<file path="config.mk">
export PLATFORM = sky130hd
export DESIGN_NAME = bmt_top
export DESIGN_NICKNAME = d
export VERILOG_FILES = /design/src/logic/bmt_pkg.sv /design/src/logic/bmt_tick_if.sv /design/src/logic/bmt_marker.sv /design/src/logic/bmt_ramp.sv /design/src/logic/bmt_top.sv
export VERILOG_INCLUDE_DIRS = /design/src /design/src/logic
export SDC_FILE = /design/constraint.sdc
export NUM_CORES = 1
export LEC_CHECK = 0
export ABC_AREA = 1
export BUFFER_PORTS_ARGS = -buffer_cell sky130_fd_sc_hd__buf_2
export CORE_MARGIN = 1
export CORE_UTILIZATION = 35
export DETAILED_ROUTE_END_ITERATION = 7
export HOLD_SLACK_MARGIN = 0.08
export PLACE_DENSITY = 0.6
export SYNTH_ARGS = -nofsm -noshare
export SYNTH_HDL_FRONTEND = slang
export SYNTH_HIERARCHICAL = 1
export SYNTH_SLANG_ARGS = --single-unit
</file>
<file path="constraint.sdc">
create_clock -name CLK_IN -period 6.75 [get_ports CLK_IN]
set_clock_uncertainty 0.2 [all_clocks]
set_input_delay 1.35 -clock CLK_IN [delete_from_list [all_inputs] [get_ports CLK_IN]]
set_output_delay 1.35 -clock CLK_IN [all_outputs]
set_load 0.005 [all_outputs]
</file>
<file path="src/logic/bmt_map.svh">
/*
 bmt_map.svh: constants of the baseband marker/trigger block.
 assumes: included by bare name wherever a constant is needed.
*/
`ifndef BMT_MAP_SVH
`define BMT_MAP_SVH

// ---------------------------------------------
// widths and reset values
// ---------------------------------------------
`define BMT_CNT_W 16
`define BMT_PAT_W 64
`define BMT_NUM_MK 3
`define BMT_SYM_DIV_RST 16'h0000
`define BMT_GAIN_FULL 8'hff
`define BMT_POS_MAX 16'hffff

`endif

</file>
<file path="src/logic/bmt_pkg.sv">
/*
 bmt_pkg: types of the baseband marker/trigger block.
 assumes: compiled before every module of the block.
*/
package bmt_pkg;

   typedef enum logic [2:0] {
      TM_AUTO = 3'b000,
      TM_RETRIG = 3'b001,
      TM_ARMED_AUTO = 3'b010,
      TM_ARMED_RETRIG = 3'b011,
      TM_SINGLE = 3'b100
   } bmt_trig_mode_t;

   typedef enum logic [1:0] {
      MK_RESTART = 2'b00,
      MK_PULSE = 2'b01,
      MK_PATTERN = 2'b10,
      MK_RATIO = 2'b11
   } bmt_mk_mode_t;

   typedef enum logic [1:0] {
      ST_OFF = 2'b00,
      ST_WAIT = 2'b01,
      ST_RUN = 2'b10
   } bmt_gen_st_t;

endpackage : bmt_pkg

</file>
<file path="src/logic/bmt_tick_if.sv">
/*
 bmt_tick_if: symbol timing shared by the top and its children.
 assumes: one clock; src drives, dst only reads.
*/
`timescale 1ns/1ps
`default_nettype none

interface bmt_tick_if;
   logic sym_en;
   logic restart;
   logic run;
   modport src (output sym_en, output restart, output run);
   modport dst (input sym_en, input restart, input run);
endinterface : bmt_tick_if

`default_nettype wire

</file>
<file path="src/logic/bmt_marker.sv">
/*
 bmt_marker: one marker channel, advanced once per symbol.
 assumes: restart and sym_en coincide on the first symbol.
*/
`timescale 1ns/1ps
`default_nettype none
`include "bmt_map.svh"

module bmt_marker import bmt_pkg::*; (
   input wire logic clk,
   input wire logic rst_n,
   bmt_tick_if.dst tick,
   input wire logic [1:0] mode,
   input wire logic [15:0] divider,
   input wire logic [63:0] pattern,
   input wire logic [6:0] pat_len,
   input wire logic [15:0] on_len,
   input wire logic [15:0] off_len,
   input wire logic [15:0] delay,
   output logic mark
);
   typedef struct packed {
      logic [15:0] dly;
      logic [16:0] ph;
      logic out;
   } bmt_mk_st_t;

   bmt_mk_st_t q, d;
   logic [16:0] period;
   logic [15:0] half;

   always_comb begin
      half = (divider < 16'h0002) ? 16'h0001 : {1'b0, divider[15:1]};
      case (mode)
         MK_PULSE: period = {half, 1'b0};
         MK_PATTERN: period = (pat_len == 7'h00) ? 17'h00001 : {10'h000, pat_len};
         MK_RATIO: period = {1'b0, on_len} + {1'b0, off_len};
         default: period = 17'h1ffff;
      endcase
   end

   always_comb begin
      d = q;
      if (!tick.run) begin
         d.out = 1'b0;
      end else if (tick.sym_en) begin
         if (tick.restart) begin
            d.dly = delay;
            d.ph = 17'h00000;
         end else if (q.dly != 16'h0000) begin
            d.dly = q.dly - 16'h0001;
            d.ph = 17'h00000;
         end else if (q.ph + 17'h00001 >= period) begin
            d.ph = (mode == MK_RESTART) ? q.ph : 17'h00000;
         end else begin
            d.ph = q.ph + 17'h00001;
         end
         if (d.dly != 16'h0000) begin
            d.out = 1'b0;
         end else begin
            case (mode)
               MK_RESTART: d.out = (d.ph == 17'h00000);
               MK_PULSE: d.out = (d.ph < {1'b0, half});
               MK_PATTERN: d.out = pattern[d.ph[5:0]];
               MK_RATIO: d.out = (d.ph < {1'b0, on_len});
               default: d.out = 1'b0;
            endcase
         end
      end
   end

   always_ff @(posedge clk or negedge rst_n) begin
      if (!rst_n) begin
         q <= '0;
      end else begin
         q <= d;
      end
   end

   assign mark = q.out;
endmodule : bmt_marker

`default_nettype wire

</file>
<file path="src/logic/bmt_ramp.sv">
/*
 bmt_ramp: burst-gate envelope ramp and level attenuation.
 assumes: gate and level inputs come from logic on the same clock.
*/
`timescale 1ns/1ps
`default_nettype none
`include "bmt_map.svh"

module bmt_ramp import bmt_pkg::*; (
   input wire logic clk,
   input wire logic rst_n,
   bmt_tick_if.dst tick,
   input wire logic gate,
   input wire logic lev_att,
   input wire logic ramp_en,
   input wire logic att_en,
   input wire logic [7:0] att_level,
   input wire logic [3:0] ramp_shift,
   input wire logic ramp_fn,
   input wire logic [15:0] rise_dly,
   input wire logic [15:0] fall_dly,
   output logic [7:0] gain,
   output logic out_en
);
   typedef struct packed {
      logic seen;
      logic pend;
      logic [15:0] cnt;
      logic eff;
      logic att;
      logic [15:0] pos;
   } bmt_rp_st_t;

   bmt_rp_st_t q, d;
   logic [16:0] step;
   logic [16:0] sum;
   logic [7:0] shp;

   // smooth edge: two parabolas meeting at mid level
   function automatic logic [7:0] shape(input logic fn, input logic [7:0] x);
      logic [15:0] sq;
      logic [7:0] y;
      sq = 16'h0000;
      if (!fn) begin
         return x;
      end
      y = x[7] ? ~x : x;
      sq = y * y;
      return x[7] ? ~sq[14:7] : sq[14:7];
   endfunction : shape

   always_comb begin
      d = q;
      step = 17'h10000 >> ramp_shift;
      sum = 17'h00000;
      if (!tick.run) begin
         d = '0;
      end else if (tick.sym_en) begin
         d.att = lev_att & att_en;
         if (gate != q.seen) begin
            d.seen = gate;
            d.pend = 1'b1;
            d.cnt = gate ? rise_dly : fall_dly;
         end else if (q.pend) begin
            if (q.cnt == 16'h0000) begin
               d.pend = 1'b0;
               d.eff = q.seen;
            end else begin
               d.cnt = q.cnt - 16'h0001;
            end
         end
         if (!ramp_en) begin
            d.pos = q.eff ? `BMT_POS_MAX : 16'h0000;
         end else if (q.eff) begin
            sum = {1'b0, q.pos} + step;
            d.pos = sum[16] ? `BMT_POS_MAX : sum[15:0];
         end else begin
            sum = {1'b0, q.pos} - step;
            d.pos = sum[16] ? 16'h0000 : sum[15:0];
         end
      end
   end

   always_ff @(posedge clk or negedge rst_n) begin
      if (!rst_n) begin
         q <= '0;
      end else begin
         q <= d;
      end
   end

   assign shp = shape(ramp_fn, q.pos[15:8]);
   assign gain = (q.att && shp > att_level) ? att_level : shp;
   assign out_en = q.eff | (q.pos != 16'h0000);
endmodule : bmt_ramp

`default_nettype wire

</file>
<file path="src/logic/bmt_top.sv">
/*
 bmt_top: baseband marker and trigger generator with envelope control.
 assumes: command pulses and configuration come from logic on CLK_IN;
 EXT_TRIG_IN and SYNC_IN are asynchronous pins.
*/
`timescale 1ns/1ps
`default_nettype none
`include "bmt_map.svh"

module bmt_top import bmt_pkg::*; (
   // clock and reset
   input wire logic CLK_IN,
   input wire logic RESETN_IN,
   // symbol clock divider
   input wire logic [15:0] SYM_DIV_IN,
   // generation and trigger control
   input wire logic MOD_EN_IN,
   input wire logic [2:0] TRIG_MODE_IN,
   input wire logic TRIG_SRC_EXT_IN,
   input wire logic SLAVE_IN,
   input wire logic EXT_POL_FALL_IN,
   input wire logic EXEC_TRIG_IN,
   input wire logic ARM_IN,
   input wire logic [31:0] SINGLE_LEN_IN,
   // trigger pins
   input wire logic EXT_TRIG_IN,
   input wire logic SYNC_IN,
   // marker configuration, three channels packed
   input wire logic [5:0] MK_MODE_IN,
   input wire logic [2:0] MK_ROUTE_TM_IN,
   input wire logic [47:0] MK_DIV_IN,
   input wire logic [191:0] MK_PAT_IN,
   input wire logic [20:0] MK_PAT_LEN_IN,
   input wire logic [47:0] MK_ON_IN,
   input wire logic [47:0] MK_OFF_IN,
   input wire logic [47:0] MK_DLY_IN,
   // control signals and ramp settings
   input wire logic BURST_GATE_IN,
   input wire logic LEV_ATT_IN,
   input wire logic RAMP_EN_IN,
   input wire logic ATT_EN_IN,
   input wire logic [7:0] ATT_LEVEL_IN,
   input wire logic [3:0] RAMP_SHIFT_IN,
   input wire logic RAMP_FN_IN,
   input wire logic [15:0] RISE_DLY_IN,
   input wire logic [15:0] FALL_DLY_IN,
   // outputs
   output logic RUNNING_OUT,
   output logic TRIG_MARK_OUT,
   output logic [2:0] MK_USER_OUT,
   output logic [2:0] MK_TM_OUT,
   output logic [7:0] GAIN_OUT,
   output logic OUT_EN_OUT
);

   // ---------------------------------------------
   // state
   // ---------------------------------------------
   typedef struct packed {
      bmt_gen_st_t st;
      logic [15:0] div_cnt;
      logic sym_en;
      logic restart;
      logic run;
      logic pend;
      logic [31:0] dur;
      logic [1:0] ext_s;
      logic ext_last;
      logic [1:0] sync_s;
      logic sync_last;
      logic trig_mark;
      logic [2:0] mk_user;
      logic [2:0] mk_tm;
      logic [7:0] gain;
      logic out_en;
   } bmt_top_st_t;

   bmt_top_st_t q, d;

   bmt_tick_if tick ();

   logic [2:0] mk_raw;
   logic [7:0] rp_gain;
   logic rp_out_en;
   logic ext_lvl;
   logic ext_edge;
   logic sync_edge;
   logic trig;
   logic sym_now;
   bmt_trig_mode_t mode;

   // mode that accepts a trigger while already running
   function automatic logic restarts(input bmt_trig_mode_t m);
      return (m == TM_RETRIG) || (m == TM_ARMED_RETRIG) || (m == TM_SINGLE);
   endfunction : restarts

   // mode that honours an arm request
   function automatic logic armable(input bmt_trig_mode_t m);
      return (m == TM_ARMED_AUTO) || (m == TM_ARMED_RETRIG);
   endfunction : armable

   // ---------------------------------------------
   // interface drive
   // ---------------------------------------------
   assign tick.sym_en = q.sym_en;
   assign tick.restart = q.restart;
   assign tick.run = q.run;

   // ---------------------------------------------
   // trigger event decode
   // ---------------------------------------------
   always_comb begin
      mode = bmt_trig_mode_t'(TRIG_MODE_IN);
      // one polarity serves every baseband on this pin
      ext_lvl = q.ext_s[1] ^ EXT_POL_FALL_IN;
      ext_edge = ext_lvl & ~(q.ext_last ^ EXT_POL_FALL_IN);
      sync_edge = q.sync_s[1] & ~q.sync_last;
      if (SLAVE_IN) begin
         // slave ignores the source selection entirely
         trig = sync_edge;
      end else begin
         trig = EXEC_TRIG_IN | (TRIG_SRC_EXT_IN & ext_edge);
      end
   end

   // ---------------------------------------------
   // next state
   // ---------------------------------------------
   always_comb begin
      d = q;
      // pin synchronisers; first stage feeds only the second
      d.ext_s = {q.ext_s[0], EXT_TRIG_IN};
      d.ext_last = q.ext_s[1];
      d.sync_s = {q.sync_s[0], SYNC_IN};
      d.sync_last = q.sync_s[1];

      // symbol rate enable from the system clock
      sym_now = (q.div_cnt == 16'h0000);
      d.div_cnt = sym_now ? SYM_DIV_IN : q.div_cnt - 16'h0001;
      d.sym_en = sym_now;
      d.restart = 1'b0;
      d.trig_mark = trig;

      case (q.st)
         ST_OFF: begin
            d.run = 1'b0;
            d.pend = 1'b0;
            if (MOD_EN_IN) begin
               if (mode == TM_AUTO && !SLAVE_IN) begin
                  d.st = ST_RUN;
                  d.pend = 1'b1;
               end else begin
                  d.st = ST_WAIT;
               end
            end
         end
         ST_WAIT: begin
            d.run = 1'b0;
            if (trig) begin
               d.st = ST_RUN;
               d.pend = 1'b1;
            end
         end
         ST_RUN: begin
            if (ARM_IN && armable(mode)) begin
               d.st = ST_WAIT;
               d.run = 1'b0;
               d.pend = 1'b0;
            end else if (trig && restarts(mode)) begin
               d.pend = 1'b1;
            end
         end
         default: begin
            d.st = ST_OFF;
            d.run = 1'b0;
            d.pend = 1'b0;
         end
      endcase

      // starts land on a symbol boundary so markers line up
      if (d.st == ST_RUN && sym_now) begin
         if (d.pend) begin
            d.pend = 1'b0;
            d.run = 1'b1;
            d.restart = 1'b1;
            d.dur = 32'h0000_0001;
         end else if (q.run) begin
            if (mode == TM_SINGLE && q.dur >= SINGLE_LEN_IN) begin
               d.run = 1'b0;
               d.st = ST_WAIT;
            end else begin
               d.dur = q.dur + 32'h0000_0001;
            end
         end
      end

      if (!MOD_EN_IN) begin
         d.st = ST_OFF;
         d.run = 1'b0;
         d.pend = 1'b0;
      end

      // marker routing, one connector per channel
      for (int i = 0; i < `BMT_NUM_MK; i++) begin
         d.mk_user[i] = mk_raw[i] & ~MK_ROUTE_TM_IN[i];
         d.mk_tm[i] = mk_raw[i] & MK_ROUTE_TM_IN[i];
      end
      d.gain = q.run ? rp_gain : 8'h00;
      d.out_en = q.run & rp_out_en;
   end

   // ---------------------------------------------
   // state register
   // ---------------------------------------------
   always_ff @(posedge CLK_IN or negedge RESETN_IN) begin
      if (!RESETN_IN) begin
         q <= '0;
      end else begin
         q <= d;
      end
   end

   // ---------------------------------------------
   // marker channels
   // ---------------------------------------------
   generate
      for (genvar g = 0; g < `BMT_NUM_MK; g++) begin : g_mk
         bmt_marker u_mk (
            .clk(CLK_IN),
            .rst_n(RESETN_IN),
            .tick(tick),
            .mode(MK_MODE_IN[2*g +: 2]),
            .divider(MK_DIV_IN[16*g +: 16]),
            .pattern(MK_PAT_IN[64*g +: 64]),
            .pat_len(MK_PAT_LEN_IN[7*g +: 7]),
            .on_len(MK_ON_IN[16*g +: 16]),
            .off_len(MK_OFF_IN[16*g +: 16]),
            .delay(MK_DLY_IN[16*g +: 16]),
            .mark(mk_raw[g])
         );
      end
   endgenerate

   // ---------------------------------------------
   // envelope
   // ---------------------------------------------
   bmt_ramp u_ramp (
      .clk(CLK_IN),
      .rst_n(RESETN_IN),
      .tick(tick),
      .gate(BURST_GATE_IN),
      .lev_att(LEV_ATT_IN),
      .ramp_en(RAMP_EN_IN),
      .att_en(ATT_EN_IN),
      .att_level(ATT_LEVEL_IN),
      .ramp_shift(RAMP_SHIFT_IN),
      .ramp_fn(RAMP_FN_IN),
      .rise_dly(RISE_DLY_IN),
      .fall_dly(FALL_DLY_IN),
      .gain(rp_gain),
      .out_en(rp_out_en)
   );

   // ---------------------------------------------
   // outputs, all registered
   // ---------------------------------------------
   assign RUNNING_OUT = q.run;
   assign TRIG_MARK_OUT = q.trig_mark;
   assign MK_USER_OUT = q.mk_user;
   assign MK_TM_OUT = q.mk_tm;
   assign GAIN_OUT = q.gain;
   assign OUT_EN_OUT = q.out_en;

endmodule : bmt_top

`default_nettype wire

</file>
### After elaboration in Yosys (flattened, before gate mapping)

Index checks and enable logic that the tools add are counted.

* add/subtract/negate cells: 14
* multipliers: 1
* magnitude comparators: 17
* equality and inequality tests: 25
* shifts and indexed selects: 1
* muxes and demuxes: 96
* bitwise logic cells: 22
* reductions and logical operators: 36

Operators with widths (number)
* 33-bit 2-to-1 mux: 9
* 16-bit 2-to-1 mux: 11
* 17-bit 2-to-1 mux: 10
* 17-bit case mux with 3 select lines: 3
* 16-bit nonzero test: 7
* 32-bit 2-to-1 mux: 3
* 16-bit by 1-bit subtractor with 16-bit output (second input constant): 5
* 36-bit 2-to-1 mux: 2
* 16-bit by 16-bit adder with 17-bit output: 3
* 17-bit by 1-bit adder with 17-bit output (second input constant): 3
* 17-bit >= comparator: 3
* 17-bit zero test: 3
* 17-bit by 15-bit less-than comparator with 1-bit output: 3
* 17-bit by 16-bit less-than comparator with 1-bit output: 3
* 16-bit by 2-bit less-than comparator with 1-bit output (second input constant): 3
* 15-bit 2-to-1 mux: 3
* 8-bit 2-to-1 mux: 5
* 35-bit 2-to-1 mux: 1
* 32-bit by 1-bit adder with 32-bit output (second input constant): 1
* 32-bit >= comparator: 1
* 16-bit zero test: 2
* 1-bit 2-to-1 mux: 27
* 7-bit zero test: 3
* 6-bit by 7-bit less-than comparator with 1-bit output (second input constant): 3
* other kinds (35): 95

* register bits after elaboration: 214
* input bits: 524
* output and inout port bits: 17
* logic and storage cells: 243

### Longest topological paths before layout

Gate-level depths: netlist (run 1).

* word-level depth: 15
* gate-level depth with buffers: 48
* gate-level depth less buffers: 46

### Hierarchy

The synthesis (run 1) kept the hierarchy.

Modules (own cells, without submodules)
* bmt_marker (g_mk[1].u_mk ...): times used 2, cells an instance 941, area an instance 5652.9 µm², seq. area each 850.8 µm²
* bmt_ramp: times used 1, cells an instance 1030, area an instance 6209.7 µm², seq. area each 900.9 µm²
* bmt_marker (g_mk[0].u_mk): times used 1, cells an instance 949, area an instance 5680.4 µm², seq. area each 850.8 µm²
* bmt_top: times used 1, cells an instance 690, area an instance 5127.4 µm², seq. area each 1901.8 µm²

### Least setup slack after synthesis (run 1)

Ideal clock, no wire load.

* path type: input -> register
* start: in MK_ON_IN[16]
* end: reg g_mk[1].u_mk.q (netlist bit g_mk[1].u_mk/mark)
* setup time: 118 ps
* data arrival time: 5984 ps
* required time: 6432 ps
* slack: 449 ps
* stages: 44
* buffers on the path: 2
* path through: ha_1 inv_1 fa_1 nor2_1 o21ai_0 nand2_1 a21oi_1 nor2_1 o21ai_0 nand2_1 nand2_1 a21oi_1 a21boi_0 nor2_1 nor2_1 a221oi_1 ha_1 a21oi_1 [8 not listed] nand3_1 inv_1 ha_1 nand2_1 o21ai_0 a21oi_1 nor2_1 nor2_1 o21ai_0 a21oi_1 o21ai_1 nand3_1 nand2_1 a21oi_1 nor2_1 nand2_1 nand2_1 nand2_1

* cells in the longest elaborated chain, start to end: 14
* elaborated cells between the ends (all ways): 17
* those cells by class: 1 x add/sub; 3 x order compare; 12 x mux; 1 x reduce/logical

RTL lines
* start: declaration: line bmt_top.sv:34 `input wire logic [47:0] MK_ON_IN,`
* 16-bit by 16-bit adder with 17-bit output: line bmt_marker.sv:37 `MK_RATIO: period = {1'b0, on_len} + {1'b0, off_len};`
* 17-bit case mux with 3 select lines: line bmt_marker.sv:34 `case (mode)`
* 17-bit >= comparator: line bmt_marker.sv:53 `end else if (q.ph + 17'h00001 >= period) begin`
* 17-bit 2-to-1 mux: line bmt_marker.sv:53
* 17-bit 2-to-1 mux: line bmt_marker.sv:50 `end else if (q.dly != 16'h0000) begin`
* 33-bit 2-to-1 mux: line bmt_marker.sv:47 `if (tick.restart) begin`
* 33-bit 2-to-1 mux: line bmt_marker.sv:46 `end else if (tick.sym_en) begin`
* 33-bit 2-to-1 mux: line bmt_marker.sv:44 `if (!tick.run) begin`
* 1-bit binary-select mux with 6-bit select: line bmt_marker.sv:64 `MK_PATTERN: d.out = pattern[d.ph[5:0]];`
* 1-bit 2-to-1 mux (implied by the code): line bmt_marker.sv:64
* 1-bit case mux with 4 select lines *: line bmt_marker.sv:61 `case (mode)`
* 1-bit 2-to-1 mux *: line bmt_marker.sv:58 `if (d.dly != 16'h0000) begin`
* 1-bit 2-to-1 mux *: line bmt_marker.sv:46
* 1-bit 2-to-1 mux *: line bmt_marker.sv:44
* end signal: assignment: line bmt_marker.sv:74 `q <= '0;`
* end signal: assignment: line bmt_marker.sv:76 `q <= d;`
* end: declaration: line bmt_marker.sv:28 `bmt_mk_st_t q, d;`

Mark *: on every way between the ends. The rest lies on a longest branch, timed or not. The select of a mux whose other input is x is not followed.
A chain may end at the register's enable or synchronous reset.

### Worst setup path after layout (run 1)

Ends and elaborated chain as after synthesis.

==> metrics.txt, run 1 <==
Worst Tran Pin Value 1.213 ns; family with the most delay on the worst path simple AND/OR/NAND/NOR gates; die width 286.5 um; Cell Area, Synth 0.02832 mm2; Critical Path Max Stage Delay 0.34 ns; RSZ-0062 raised after global routing true; final core occ 0.4287; Crit-path slowest cell fa_2; FF-to-FF End GAIN_OUT[3]; GRT Residual Overflow 0; Mapped Avg Cell Area 6.224 um2; Starting Density 0.3562; crit share post-route 0.9450; CTS root buffer clkbuf_16; layout cell share with drive strength beyond 1 0.1826; Routed WL per cell 15.61 um; hold_sp d[21]; area delta synth->final 20.34%; Gate Count Post-Synth 4551; crit end category flip-flop; endpoints failing setup 0; vias in the first global route 29700; # DRC 0; final hold viol count 0; Total Wirelength 97360 um; CP bufs+invs 5; H-tree depth 1; EDFF count, synth 0; hold-fix buffer count after cts 0; initial antenna violation count 22; CP Class in -> reg; worst-case clock buffer depth 3; status finished clean; Fin Hold WS 0.1483 ns; row count 103; reg2reg setup slack 0.39 ns; CP Launch Type input pin; largest fanout on the critical path 5; P_leak 19.32 nW; Buffers on Ports 537; clock sink count 214; Tmin final 6.379 ns; Synthesis Warnings 6; max cap viols 0; total number of vias 31450; largest net degree at the start of global routing 140; Hold EP d[19]; most frequent CP cell nand2_1; total chip power 4.054 mW; Syn Nets 5386; Die Height 286.5 um; Slew Viols, Final 0; Async SR Flop Fraction 1.000; FF-to-FF path depth 27; GRT Total Usage 0.2285; Final #Nets 5987; Post-DP HPWL 79510 um; CTS tree done; Netlist cell types 67; commonest non-fill, non-tap cells in the layout nand2_1, inv_1, buf_2, nor2_1, nand3_1; full die area 0.08207 mm2; commonest non-fill, non-tap cell in the layout nand2_1; flops & latches, synth 214; Worst-path clk slew 0.06 ns; clk_lat worst skew 0.60 ns; DRT iter0 DRCs 2011; Top FF cell, synth dfrtp_1; Hold Path Cell Cnt 0; Power Density 118.9 mW/mm2; worst vdd ir 0.1716 mV; first-pass GRT wire length 153300 um; routability cong. 0.9467; fmax 0.1568 GHz; final antenna-violating net count 0; First-pass DRT Iterations 8; Vias/cell 5.041; worst hold path class reg -> reg; post-synthesis sequential area ratio 0.1891; Arr. time, crit path 6.64 ns; CP Data Required Time 7.01 ns; R2R Path Start u_ramp/q[15]; Top-Level Pins 541; TritonCTS Buffers 30; core area 0.07952 mm2; worst relative slew slack 0.1880
[report_power, final]
part | leakage, nW | switching [mW] | internal, mW
Clock | 0.495 | 0.664 | 0.974
Sequential | 2.43 | 0.0397 | 1.32
Combinational | 16.4 | 0.615 | 0.438
[flip-flops by register name (all words and copies together), names as in the netlist]
register,count
g_mk.u_mk/q,99
g_mk.u_mk/mark,3
MK_USER_OUT,3
OUT_EN_OUT,1
tick.sym_en,1
u_ramp/q,36
q,53
d,4
TRIG_MARK_OUT,1
GAIN_OUT,8
RUNNING_OUT,1
tick.restart,1
MK_TM_OUT,3
[stage by stage]
stage,area (um2),cells,setup TNS (ns),worst slack [ns]
finish,34090,6238,0,0.3713
global route,34080,6234,-0.06851,-0.06651
CTS,33900,6221,0,0.1296
detailed placement,32880,6167,-0.8769,-0.4593
global placement,32880,6167,-0.6910,-0.3656
floorplan,28320,4551,0,0.4486
[how the worst max path moves through the flow]
| stage | cells past startpoint | startpoint | slack [ns] | end |
|---|---|---|---|---|
| after CTS | 27 | u_ramp/q[15] | 0.13 | GAIN_OUT[3] |
| after global placement | 44 | MK_ON_IN[32] | -0.37 | g_mk[2].u_mk/mark |
| after detailed placement | 44 | MK_ON_IN[32] | -0.46 | g_mk[2].u_mk/mark |
| after global routing | 44 | MK_ON_IN[16] | -0.07 | g_mk[1].u_mk/mark |
| final | 44 | MK_ON_IN[16] | 0.37 | g_mk[1].u_mk/mark |
| after floorplan | 44 | MK_ON_IN[16] | 0.45 | g_mk[1].u_mk/mark |
[layer usage]
metal	global-route usage	vias up	routed length [um]
met1	0.3027	14260	43800
met2	0.3847	889	44680
met5	0	-	42
met3	0.02957	148	6027
li1	-	16150	-
met4	0.06885	6	2811
[synth_stat cells, types with 24 or more instances]
cell / number / area share
a21oi_1: 258 / 0.046
ha_1: 293 / 0.13
clkbuf_1: 56 / 0.0074
nand2_2: 31 / 0.0068
o21ai_0: 218 / 0.039
nand3_1: 353 / 0.062
dfrtp_1: 214 / 0.19
nand4_1: 186 / 0.041
buf_2: 40 / 0.0071
buf_4: 36 / 0.0095
nor3_1: 87 / 0.015
nand2_1: 1214 / 0.16
nor2_1: 413 / 0.055
xor2_1: 96 / 0.030
inv_1: 675 / 0.089
xnor2_1: 24 / 0.0074
inv_2: 29 / 0.0038
[worst reg2reg max path, delay by kind of cell, from the launching register on]
kind                       cells  cell delay (ns)
AOI/OAI and AO/OA              5             0.86
xor gates and xnor gates       1             0.19
adders and majority gates      7             3.04
buffers and inverters          6             0.65
DFF                            1             0.46
and+or+nand+nor                8             0.88
[layout make-up]
class / instances / area, um2
tap: 1050 / 1314
multi-input combinational: 3479 / 19570
fill: 8623 / 45430
sequential: 214 / 5358
antenna: 14 / 35.03
inverter: 706 / 2650
clock inverter: 12 / 155.1
timing repair buffer: 721 / 4141
clock buffer: 42 / 865.8
[repair_timing]
item,in CTS,in global routing
buffers inserted,0,3
gates resized for setup,0,46
setup endpoints to repair,0,11
[cells by family after synthesis]
logic type / after synthesis / synth area share
and+or+nand+nor: 2416 / 0.3803
buffers and inverters: 858 / 0.1245
adders and majority gates: 311 / 0.1422
DFF: 214 / 0.1891
AOI/OAI and AO/OA: 629 / 0.1258
muxes: 3 / 0.001060
xor gates and xnor gates: 120 / 0.03711
Note: power is estimated with default switching activity, not from simulation.
==> inputs of run 2 (changes only) <==
--- a/config.mk
+++ b/config.mk
@@ -6,7 +6,6 @@
 export SDC_FILE = /design/constraint.sdc
 export NUM_CORES = 1
 export LEC_CHECK = 0
-export ABC_AREA = 1
 export BUFFER_PORTS_ARGS = -buffer_cell sky130_fd_sc_hd__buf_2
 export CORE_MARGIN = 1
 export CORE_UTILIZATION = 35
==> metrics.txt, run 2 <==
status finished with violations; failing checks negative setup slack; Switching Fraction 0.2884; post-synthesis sequential area ratio 0.1987; Power Density 116.9 mW/mm2; Worst Tran Pin Value 1.079 ns; final hold viol count 0; max reg flops 99; Net Sw Power 1.161 mW; P_int 2.864 mW; total chip power 4.025 mW; Starting Density 0.3542; RSZ-0062 raised after global routing true; Finished Layout Cells 5288; max cap viols 0; fmax 0.1461 GHz; CP Class in -> reg; core area 0.07608 mm2; clk_lat worst skew 0.58 ns; Metal-1 WL 42650 um; Post-DP Area 0.03257 mm2; DRT iter0 DRCs 1807; vias in the first global route 27240; Top FF cell, synth dfrtp_1; largest register by flop count g_mk.u_mk/q; CP bufs+invs 3; largest net degree at the start of global routing 129; Top-Level Pins 541; Netlist cell types 121; First-pass DRT Iterations 5; cell area after layout 0.03444 mm2; GRT Residual Overflow 0; hold-fix buffer count after cts 0; clock share of power 0.437; Largest regs g_mk.u_mk/q x99, q x53, u_ramp/q x36; Cell Area, Synth 0.02695 mm2; Synth top cells by count nand2_1, ha_1, inv_1; largest fanout on the critical path 5; commonest non-fill, non-tap cells in the layout buf_2, nand2_1, buf_4, ha_1, inv_1; endpoints failing setup 2; DR WL met3 4485 um; Slew Viols, Final 0; CTS tree done; multi-input logic area 0.02041 mm2; CP Launch Type input pin; layout cell share with drive strength beyond 1 0.2719; Syn Nets 4336; H-tree depth 1; Setup WS post-layout -0.09442 ns; flops & latches, synth 214; Final #Nets 5068; Worst-path clk slew 0.06 ns; Fin Hold WS 0.1570 ns; share of the synthesized area in the top cell type 0.1987; Gate Count Post-Synth 3501; GRT Total Usage 0.2290; Buffers on Ports 537; Max Used Layer met5; commonest non-fill, non-tap cell in the layout buf_2; pre-CTS setup slack -0.9260 ns; Routed WL per cell 17.67 um; Vias/cell 5.405; routability cong. 0.9365; # DRC 0; logic gate share of total power 0.228; Critical Path Max Stage Delay 0.39 ns; Async SR Flop Fraction 1.000; Die Height 279.5 um; setup TNS -0.09898 ns; TritonCTS Buffers 29; EDFF count, synth 0; CP Data Required Time 7.02 ns; Mapped Avg Cell Area 7.697 um2; initial antenna violation count 11; first-pass GRT wire length 146300 um; most common cell in the netlist nand2_1; worst vdd ir 0.1781 mV; Post-DP HPWL 74500 um; synth top area cells dfrtp_1, ha_1, nand2_1; worst-case clock buffer depth 3; crit end category flip-flop; Total Wirelength 93420 um; CTS root buffer clkbuf_16; Sequential Power Share 0.334; Synthesis Warnings 6; full die area 0.07811 mm2; worst relative slew slack 0.2774; final antenna-violating net count 0; Detail Route met2 WL 44180 um; family with the most delay on the worst path compound AO/OA/AOI/OAI gates; area delta synth->final 27.80%; die width 279.5 um; register area 0.005361 mm2; Arr. time, crit path 7.11 ns; Cells after DPL 5199; Layout fillers 7787; clock sink count 214; row count 101; crit share post-route 1.014; worst hold path class reg -> reg; final core occ 0.4527; Tmin final 6.844 ns; most frequent CP cell a21o_1; P_leak 17.07 nW; total number of vias 28580; post-synth top area cell dfrtp_1; Crit-path slowest cell o211a_1
==> run 2: power groups by stage <==
stage	logic, mW	clock network [mW]	registers (mW)
2_1_floorplan	0.469	0	1.36
3_3_place_gp	0.854	0	1.37
3_5_place_dp	0.864	0	1.37
4_1_cts	0.890	1.82	1.34
5_1_grt	1.01	1.87	1.35
6_report	0.918	1.76	1.35
==> run 2: worst paths after layout <==
path	to	from	depth (start not counted)	slack (ns)
worst max-delay path	g_mk[2].u_mk/mark	MK_ON_IN[32]	34	-0.09
worst min-delay path	d[16]	d[18]	0	0.16
worst max register to register	GAIN_OUT[2]	u_ramp/q[15]	25	0.35
worst min register to register	d[16]	d[18]	0	0.16
max in group asynchronous	tick.restart	RESETN_IN	2	4.44
min in group asynchronous	u_ramp/q[16]	RESETN_IN	1	0.55
==> run 2: cells by family after synthesis <==
group / synth area share
buffers and inverters: 0.06858
xor gates and xnor gates: 0.04810
DFF: 0.1987
AOI/OAI and AO/OA: 0.2406
and+or+nand+nor: 0.2418
muxes: 0.05247
adders and majority gates: 0.1498
==> run 2: timing repair <==
item,in CTS,in global routing
setup buffers,21,11
endpoints found under the setup margin,3,11
endpoints found under the hold margin,0,0
pin swaps,47,76
resized for setup,36,85
gates cloned,0,1
==> run 2: metal layers <==
metal,vias up,GRT usage
li1,14220,-
met1,13490,0.3110
met2,730,0.3865
met3,126,0.02777
met4,12,0.05044
met5,-,0
==> run 2: cell type report <==
cell class | count | share of cell area
clock buffers | 36 | 0.02329
flip-flops and latches | 214 | 0.1557
diodes | 2 | 0.0001453
inverters | 294 | 0.03226
well taps | 1030 | 0.03742
multi-input cells | 2841 | 0.5927
repair buffers | 853 | 0.1502
clock inverters | 18 | 0.008284
